--- src/verilog/dpio_defines.svh ---
// Offsets, reset values and widths of the two parallel pin ports
`ifndef DPIO_DEFINES_SVH
`define DPIO_DEFINES_SVH

`define DPIO_P0_W           8
`define DPIO_P1_W           5
`define DPIO_SYNC_W         14

`define DPIO_IDX_W          8
`define DPIO_IDX_P0_LATCH   8'h00
`define DPIO_IDX_P1_LATCH   8'h01
`define DPIO_IDX_P0_PULL    8'h04
`define DPIO_IDX_P1_PULL    8'h05
`define DPIO_IDX_P1_DRIVE   8'h09
`define DPIO_IDX_P0_DRIVE   8'h0B
`define DPIO_IDX_P0_PINS    8'h0C
`define DPIO_IDX_P1_PINS    8'h2D

`define DPIO_P0_LATCH_RST   8'hFF
`define DPIO_P0_DRIVE_RST   8'h00
`define DPIO_P0_PULL_RST    8'h00
`define DPIO_P1_LATCH_RST   5'h1F
`define DPIO_P1_DRIVE_RST   5'h00
`define DPIO_P1_PULL_RST    5'h00

`define DPIO_RDATA_RST      32'h0000_0000
`define DPIO_TX_BIT         0
`define DPIO_RX_BIT         1

`endif

--- src/verilog/dpio_pkg.sv ---
// Types shared by the parallel pin port design
package dpio_pkg;

	typedef enum logic [1:0]
	{
		PH_IDLE,
		PH_S1,
		PH_S2
	} dpio_phase_t;

	typedef struct packed
	{
		logic       write;
		logic [7:0] index;
	} dpio_access_t;

	typedef struct packed
	{
		logic [7:0] out;
		logic [7:0] oeN;
		logic [7:0] pullEn;
	} dpio_p0pins_t;

	typedef struct packed
	{
		logic [4:0] out;
		logic [4:0] oeN;
		logic [4:0] pullEn;
	} dpio_p1pins_t;

endpackage

--- src/verilog/dpio_pin_sync.sv ---
// Two-stage synchroniser for the port pin inputs
`timescale 1ns/1ps
`default_nettype none
module dpio_pin_sync #(
	parameter int W = 14
)(
	// Clock and reset
	input  wire logic         ref_clk,
	input  wire logic         rst,
	// Asynchronous levels in, synchronised levels out
	input  wire logic [W-1:0] asyncIn,
	output logic      [W-1:0] syncOut
);

	logic [W-1:0] stage1_r;

	always_ff @(posedge ref_clk)
	begin
		if (rst)
		begin
			stage1_r <= '0;
			syncOut  <= '0;
		end
		else
		begin
			stage1_r <= asyncIn;
			syncOut  <= stage1_r;
		end
	end

endmodule
`default_nettype wire

--- src/verilog/dpio_port_drive.sv ---
// Per-pin output driver: open-drain or push-pull, pull-up enable
`timescale 1ns/1ps
`default_nettype none
module dpio_port_drive #(
	parameter int           W        = 8,
	parameter logic [W-1:0] PULL_RST = '0
)(
	// Clock and reset
	input  wire logic         ref_clk,
	input  wire logic         rst,
	// Next register contents
	input  wire logic [W-1:0] latchNxt,
	input  wire logic [W-1:0] pushPullNxt,
	input  wire logic [W-1:0] pullNxt,
	input  wire logic [W-1:0] releaseNxt,
	// Pin side
	output logic      [W-1:0] pinOut,
	output logic      [W-1:0] pinOeN,
	output logic      [W-1:0] pullEn
);

	genvar i;
	generate
		for (i = 0; i < W; i++)
		begin : gBit
			always_ff @(posedge ref_clk)
			begin
				if (rst)
				begin
					pinOut[i] <= 1'b0;
					pinOeN[i] <= 1'b1;
					pullEn[i] <= PULL_RST[i];
				end
				else
				begin
					pullEn[i] <= pullNxt[i];
					if (releaseNxt[i])
					begin
						pinOut[i] <= 1'b0;
						pinOeN[i] <= 1'b1;
					end
					else if (pushPullNxt[i])
					begin
						pinOut[i] <= latchNxt[i];
						pinOeN[i] <= 1'b0;
					end
					else
					begin
						pinOut[i] <= 1'b0;
						pinOeN[i] <= latchNxt[i];
					end
				end
			end
		end
	endgenerate

endmodule
`default_nettype wire

--- src/verilog/dpio_ports_top.sv ---
// Two parallel pin ports behind an AHB-Lite register slave
`timescale 1ns/1ps
`default_nettype none
`include "dpio_defines.svh"
module dpio_ports_top
	import dpio_pkg::*;
(
	// Clock and reset
	input  wire logic         ref_clk,
	input  wire logic         rst,
	// AHB-Lite slave
	input  wire logic         hsel,
	input  wire logic [31:0]  haddr,
	input  wire logic [1:0]   htrans,
	input  wire logic         hwrite,
	input  wire logic [2:0]   hsize,
	input  wire logic [31:0]  hwdata,
	input  wire logic         hready,
	output logic              hreadyout,
	output logic      [31:0]  hrdata,
	output logic              hresp,
	// First port pins
	input  wire logic [7:0]   p0PinIn,
	output wire dpio_p0pins_t p0Pins,
	// Second port pins
	input  wire logic [4:0]   p1PinIn,
	output wire dpio_p1pins_t p1Pins,
	// Serial programming mode
	input  wire logic         serialProgMode,
	input  wire logic         firstSerialTransmit,
	output logic              firstSerialReceive
);

	// Index of a word address, all ones when outside the map
	function automatic logic [7:0] addrIndex(input logic [31:0] a);
		if (a[31:10] != 22'h00_0000 || a[1:0] != 2'h0)
			return 8'hFF;
		return a[9:2];
	endfunction

	// Index matches a register
	function automatic logic isReg(input logic [7:0] idx, input logic [7:0] code);
		return idx == code;
	endfunction

	dpio_phase_t  phase_r;
	dpio_access_t acc_r;
	logic         hreadyout_r;
	logic [31:0]  hrdata_r;
	logic         hresp_r;
	logic         firstSerialReceive_r;

	logic [7:0]   p0Latch_r;
	logic [7:0]   p0Drive_r;
	logic [7:0]   p0Pull_r;
	logic [4:0]   p1Latch_r;
	logic [4:0]   p1Drive_r;
	logic [4:0]   p1Pull_r;
	logic [7:0]   p0Latch_nxt;
	logic [7:0]   p0Drive_nxt;
	logic [7:0]   p0Pull_nxt;
	logic [4:0]   p1Latch_nxt;
	logic [4:0]   p1Drive_nxt;
	logic [4:0]   p1Pull_nxt;

	logic [7:0]   p0EffLatch;
	logic [7:0]   p0EffDrive;
	logic [7:0]   p0Release;

	logic [13:0]  pinSync;
	logic [7:0]   p0PinSync;
	logic [4:0]   p1PinSync;
	logic         serialProgSync;

	logic         accept;
	logic         wrEn;
	logic         rdEn;
	logic [31:0]  rdMux;

	logic [7:0]   p0Out;
	logic [7:0]   p0OeN;
	logic [7:0]   p0PullEn;
	logic [4:0]   p1Out;
	logic [4:0]   p1OeN;
	logic [4:0]   p1PullEn;

	// Pin input synchroniser
	dpio_pin_sync #(
		.W       (`DPIO_SYNC_W)
	) uSync (
		.ref_clk (ref_clk),
		.rst     (rst),
		.asyncIn ({serialProgMode, p1PinIn, p0PinIn}),
		.syncOut (pinSync)
	);

	assign p0PinSync      = pinSync[7:0];
	assign p1PinSync      = pinSync[12:8];
	assign serialProgSync = pinSync[13];

	// Bus phase sequencing
	assign accept = hsel && htrans[1] && hready && (phase_r != PH_S1);
	assign wrEn   = (phase_r == PH_S1) && acc_r.write;
	assign rdEn   = (phase_r == PH_S1) && !acc_r.write;

	always_ff @(posedge ref_clk)
	begin
		if (rst)
			phase_r <= PH_IDLE;
		else
		begin
			unique case (phase_r)
				PH_IDLE: phase_r <= accept ? PH_S1 : PH_IDLE;
				PH_S1:   phase_r <= PH_S2;
				PH_S2:   phase_r <= accept ? PH_S1 : PH_IDLE;
				default: phase_r <= PH_IDLE;
			endcase
		end
	end

	always_ff @(posedge ref_clk)
	begin
		if (rst)
			acc_r <= '0;
		else if (accept)
		begin
			acc_r.write <= hwrite;
			acc_r.index <= addrIndex(haddr);
		end
	end

	always_ff @(posedge ref_clk)
	begin
		if (rst)
		begin
			hreadyout_r <= 1'b1;
			hresp_r     <= 1'b0;
		end
		else
		begin
			hreadyout_r <= !accept;
			hresp_r     <= 1'b0;
		end
	end

	// Register next values, written at the end of S1
	always_comb
	begin
		p0Latch_nxt = p0Latch_r;
		p0Drive_nxt = p0Drive_r;
		p0Pull_nxt  = p0Pull_r;
		p1Latch_nxt = p1Latch_r;
		p1Drive_nxt = p1Drive_r;
		p1Pull_nxt  = p1Pull_r;
		if (wrEn)
		begin
			if (isReg(acc_r.index, `DPIO_IDX_P0_LATCH))
				p0Latch_nxt = hwdata[7:0];
			if (isReg(acc_r.index, `DPIO_IDX_P0_DRIVE))
				p0Drive_nxt = hwdata[7:0];
			if (isReg(acc_r.index, `DPIO_IDX_P0_PULL))
				p0Pull_nxt = hwdata[7:0];
			if (isReg(acc_r.index, `DPIO_IDX_P1_LATCH))
				p1Latch_nxt = hwdata[4:0];
			if (isReg(acc_r.index, `DPIO_IDX_P1_DRIVE))
				p1Drive_nxt = hwdata[4:0];
			if (isReg(acc_r.index, `DPIO_IDX_P1_PULL))
				p1Pull_nxt = hwdata[4:0];
		end
	end

	always_ff @(posedge ref_clk)
	begin
		if (rst)
		begin
			p0Latch_r <= `DPIO_P0_LATCH_RST;
			p0Drive_r <= `DPIO_P0_DRIVE_RST;
			p0Pull_r  <= `DPIO_P0_PULL_RST;
		end
		else
		begin
			p0Latch_r <= p0Latch_nxt;
			p0Drive_r <= p0Drive_nxt;
			p0Pull_r  <= p0Pull_nxt;
		end
	end

	always_ff @(posedge ref_clk)
	begin
		if (rst)
		begin
			p1Latch_r <= `DPIO_P1_LATCH_RST;
			p1Drive_r <= `DPIO_P1_DRIVE_RST;
			p1Pull_r  <= `DPIO_P1_PULL_RST;
		end
		else
		begin
			p1Latch_r <= p1Latch_nxt;
			p1Drive_r <= p1Drive_nxt;
			p1Pull_r  <= p1Pull_nxt;
		end
	end

	// Serial programming override of the first port
	always_comb
	begin
		p0EffLatch = p0Latch_nxt;
		p0EffDrive = p0Drive_nxt;
		p0Release  = 8'h00;
		if (serialProgSync)
		begin
			p0EffLatch[`DPIO_TX_BIT] = firstSerialTransmit;
			p0EffDrive[`DPIO_TX_BIT] = 1'b1;
			p0Release[`DPIO_RX_BIT]  = 1'b1;
		end
	end

	always_ff @(posedge ref_clk)
	begin
		if (rst)
			firstSerialReceive_r <= 1'b1;
		else
			firstSerialReceive_r <= serialProgSync ? p0PinSync[`DPIO_RX_BIT] : 1'b1;
	end

	// Pin drivers, updated on the same edge as the latches
	dpio_port_drive #(
		.W           (`DPIO_P0_W),
		.PULL_RST    (`DPIO_P0_PULL_RST)
	) uDrive0 (
		.ref_clk     (ref_clk),
		.rst         (rst),
		.latchNxt    (p0EffLatch),
		.pushPullNxt (p0EffDrive),
		.pullNxt     (p0Pull_nxt),
		.releaseNxt  (p0Release),
		.pinOut      (p0Out),
		.pinOeN      (p0OeN),
		.pullEn      (p0PullEn)
	);

	dpio_port_drive #(
		.W           (`DPIO_P1_W),
		.PULL_RST    (`DPIO_P1_PULL_RST)
	) uDrive1 (
		.ref_clk     (ref_clk),
		.rst         (rst),
		.latchNxt    (p1Latch_nxt),
		.pushPullNxt (p1Drive_nxt),
		.pullNxt     (p1Pull_nxt),
		.releaseNxt  (5'h00),
		.pinOut      (p1Out),
		.pinOeN      (p1OeN),
		.pullEn      (p1PullEn)
	);

	assign p0Pins = '{out: p0Out, oeN: p0OeN, pullEn: p0PullEn};
	assign p1Pins = '{out: p1Out, oeN: p1OeN, pullEn: p1PullEn};

	// Read mux; pins are sampled during S1
	always_comb
	begin
		rdMux = `DPIO_RDATA_RST;
		unique case (acc_r.index)
			`DPIO_IDX_P0_LATCH: rdMux[7:0] = p0Latch_r;
			`DPIO_IDX_P0_DRIVE: rdMux[7:0] = p0Drive_r;
			`DPIO_IDX_P0_PULL:  rdMux[7:0] = p0Pull_r;
			`DPIO_IDX_P0_PINS:  rdMux[7:0] = p0PinSync;
			`DPIO_IDX_P1_LATCH: rdMux[4:0] = p1Latch_r;
			`DPIO_IDX_P1_DRIVE: rdMux[4:0] = p1Drive_r;
			`DPIO_IDX_P1_PULL:  rdMux[4:0] = p1Pull_r;
			`DPIO_IDX_P1_PINS:  rdMux[4:0] = p1PinSync;
			default:            rdMux = `DPIO_RDATA_RST;
		endcase
	end

	always_ff @(posedge ref_clk)
	begin
		if (rst)
			hrdata_r <= `DPIO_RDATA_RST;
		else if (rdEn)
			hrdata_r <= rdMux;
	end

	assign hreadyout          = hreadyout_r;
	assign hrdata             = hrdata_r;
	assign hresp              = hresp_r;
	assign firstSerialReceive = firstSerialReceive_r;
endmodule
`default_nettype wire

--- config.mk ---
export PLATFORM = sky130hd
export DESIGN_NAME = dpio_ports_top
export DESIGN_NICKNAME = d
export VERILOG_FILES = /design/src/verilog/dpio_pkg.sv /design/src/verilog/dpio_pin_sync.sv /design/src/verilog/dpio_port_drive.sv /design/src/verilog/dpio_ports_top.sv
export VERILOG_INCLUDE_DIRS = /design/src /design/src/verilog
export SDC_FILE = /design/constraint.sdc
export NUM_CORES = 1
export LEC_CHECK = 0
export ABC_AREA = 1
export BUFFER_PORTS_ARGS = -buffer_cell sky130_fd_sc_hd__buf_2
export CAP_MARGIN = 20
export CORE_ASPECT_RATIO = 0.7
export CORE_MARGIN = 1
export CORE_UTILIZATION = 35
export CTS_CLUSTER_SIZE = 14
export DETAILED_ROUTE_END_ITERATION = 8
export HOLD_SLACK_MARGIN = 0.05
export PLACE_DENSITY = 0.59
export SETUP_SLACK_MARGIN = 0.3
export SLEW_MARGIN = 20
export SYNTH_ARGS = -nofsm -noshare
export SYNTH_HDL_FRONTEND = slang
export SYNTH_HIERARCHICAL = 1
export SYNTH_SLANG_ARGS = --single-unit
--- constraint.sdc ---
create_clock -name ref_clk -period 1.4 [get_ports ref_clk]
set_input_delay 0.28 -clock ref_clk [delete_from_list [all_inputs] [get_ports ref_clk]]
set_output_delay 0.28 -clock ref_clk [all_outputs]
set_load 0.02 [all_outputs]
==> run_results.csv <==
group,metric,value,unit
floorplan,core_area,15000,µm²
global_route,grt_max_degree,69,
critical_path,critPathSlowestCell,"dfxtp_4",
power_and_ir_drop,leakagePower,4.08,nW
detailed_routing,viasPerCell,4.28,
detailed_routing,num_vias,4977,
sta,tightestPinTransition,533,ps
clock_tree,cts_tree,"done",
synth,synth_area,5460,µm²
synth,ys_seq_area_share,46.6,%
critical_path,end_kind,"flip-flop",
cells_and_area,antenna_cells,0,
outcome,failed_checks,"setup timing",
sta,drv_slew,0,
placed_design,gp_congestion,0.820,
clock_tree,cts_sinks,127,
floorplan,initial_core_util,36.5,%
clock_tree,cts_root_buf,"clkbuf_16",
sta,setup_ws,-84.3,ps
floorplan,die-area,16100,µm²
placed_design,io_buffers,109,
placed_design,place_area,6420,µm²
flow_run,drv_cap,0,
synth,synthCells,758,
power_and_ir_drop,peakVddDrop,777,µV
sta,max_freq,674,MHz
sta,final.period_utilization,106,%
synth,synth-seq-cells,127,
cells_and_area,nFillCells,1317,
global_route,grt_pass1_vias,4787,
cells_and_area,drive_gt1_share,44.1,%
cells_and_area,area_delta_synth_final,55.8,%
worst_hold_path,min_path_type,"in -> reg",
power_and_ir_drop,power.density,1130,nW/µm²
global_route,grt-ovfl-total,0,
detailed_routing,wl,14600,µm
synth,yosys_warnings,6,
floorplan,rows,37,
floorplan,pin_count,163,
clock_tree,clk_transition_reported_paths,60,ps
cells_and_area,register_area,2630,µm²
global_route,grt_pass1_wl,23500,µm
detailed_routing,drtIter0Drc,255,
critical_path,path_cells,"nand2_4 -> nor2_8 -> buf_12 -> buf_16 -> nand3_4 -> nand2_2 -> o21ai_4 -> or2_1",
sta,setup_violations,41,
critical_path,critPathKind,"reg -> reg",
floorplan,die_y,107,µm
clock_tree,cts-hold-fix-buffers,0,
detailed_routing,drcViolationCount,0,
global_route,grt_use_total,19.2,%
critical_path,critPathTopFamily,"simple AND/OR/NAND/NOR gates",
sta,hold_viol,0,
sta,hold_ws,61.1,ps
cells_and_area,top_regs,"uSync/stage1_r (14), uSync/syncOut (14), acc_r (9)",
synth,avgSynthCellArea,7.20,µm²
critical_path,crit_start,"phase_r[0]",
sta,grt_setup_unrepaired,"true",
cells_and_area,nets,1046,
cells_and_area,fin_area,8510,µm²
critical_path,crit_arrival,1770,ps
floorplan,die_x,151,µm
sta,min_period,1480,ps
critical_path,reg2reg_from,"phase_r[0]",
sta,slew_headroom,64.4,%
critical_path,worstPathMaxFanout,5,
critical_path,crit_path_start_kind,"flip-flop",
synth,ys_types,29,
critical_path,required,1690,ps
sta,tns,-1990,ps
detailed_routing,drtPass1Iterations,5,
placed_design,dp.cells,1094,
clock_tree,cts_buffers,17,
global_route,antenna_found_initial,0,
cells_and_area,multiInputGateArea,2850,µm²
cells_and_area,fin_cells,1164,
clock_tree,insertion_delay,410,ps
power_and_ir_drop,total_power,0.00959,W
outcome,status,"finished, violations left",
detailed_routing,final_antenna_net_count,0,
clock_tree,clk_path_buf_depth,2,
critical_path,slowest_delay,360,ps
detailed_routing,avgRoutedWirePerCell,12.6,µm
placed_design,dpl.hpwl,9370,µm
worst_hold_path,hold_start,"p0PinIn[5]",
clock_tree,htreeDepth,4,
critical_path,cp.buffers_inverters,2,
sta,skew,12.5,ps
==> power by group <==
group	internal [W]	leakage, nW	total [W]	switching [W]
logic	0.000381	2.71	0.000972	0.000591
clock network	0.00330	0.317	0.00490	0.00160
registers	0.00368	1.05	0.00372	0.0000429
==> cell type report <==
type	count	area share, %
Multi-Input combinational cell	492	33.5
Sequential cell	127	30.9
Timing Repair Buffer	171	18.1
Inverter	147	6.77
Clock buffer	22	5.58
Tap cell	195	2.87
Clock inverter	9	2.12
Timing Repair inverter	1	0.0736
==> cells in the final DEF, fill, tap and decap left out, types with 15 or more instances in the layout <==
cell type,instances
buf_2,60
buf_4,28
buf_6,71
clkbuf_16,17
conb_1,49
dfxtp_1,67
dfxtp_2,55
inv_1,119
inv_2,24
nand2_1,121
nand2_2,32
nand3_1,36
nor2_1,120
o21ai_2,26
o21ai_4,15
==> stage by stage <==
stage	worst slack (ps)	utilization [%]
6_report	-84.3	56.9
5_1_grt	-173	56.9
4_1_cts	-41.1	53.9
3_5_place_dp	-116	42.9
3_3_place_gp	-109	42.9
2_1_floorplan	17.3	-
==> path summary, 6_finish.rpt <==
path                       end  slack (ps)  depth (start not counted)
min reg2reg   uSync/syncOut[4]         400                          2
min          uSync/stage1_r[5]          60                          3
max reg2reg       p1Latch_r[0]         -80                          8
max               p1Latch_r[0]         -80                          8
==> cell families after synthesis <==
family | count (synthesis) | share of synthesized area, %
buf+inv | 192 | 16.9
flops | 127 | 46.6
other cells | 1 | 0.0687
compound gates | 66 | 6.53
simple gates | 372 | 29.9
==> worst register-to-register path: cells and delay by family, from the launching register on <==
kind,cells,cell delay (ps)
AOI/OAI and AO/OA,1,80
buffers and inverters,2,240
DFF,1,360
and+or+nand+nor,5,690
==> cell usage after synthesis (all sizes together) <==
cell | instances | area (µm²)
buf | 38 | 342
o21ai | 49 | 245
nor3 | 10 | 50.1
nor2 | 143 | 603
conb | 1 | 3.75
nand4 | 2 | 12.5
clkbuf | 7 | 26.3
inv | 147 | 554
or2 | 5 | 31.3
o21a | 6 | 45.0
and2 | 1 | 6.26
nand2 | 167 | 649
nand3 | 44 | 283
dfxtp | 127 | 2540
a21oi | 11 | 66.3
==> per-layer routing <==
metal,track usage (%),vias up,part of all wire [%]
li1,-,2601,-
met1,27.0,2225,49
met2,28.7,139,44
met3,4.85,12,6.3
met4,5.07,0,0.74
met5,0,-,0
==> timing repair <==
item                       in CTS  in global routing
pin swaps                      36                 46
cloned                          7                  0
buffers inserted               19                 13
setup endpoints to repair     145                146
gates resized for setup       247                 99
Note: power is estimated with default switching activity, not from simulation.
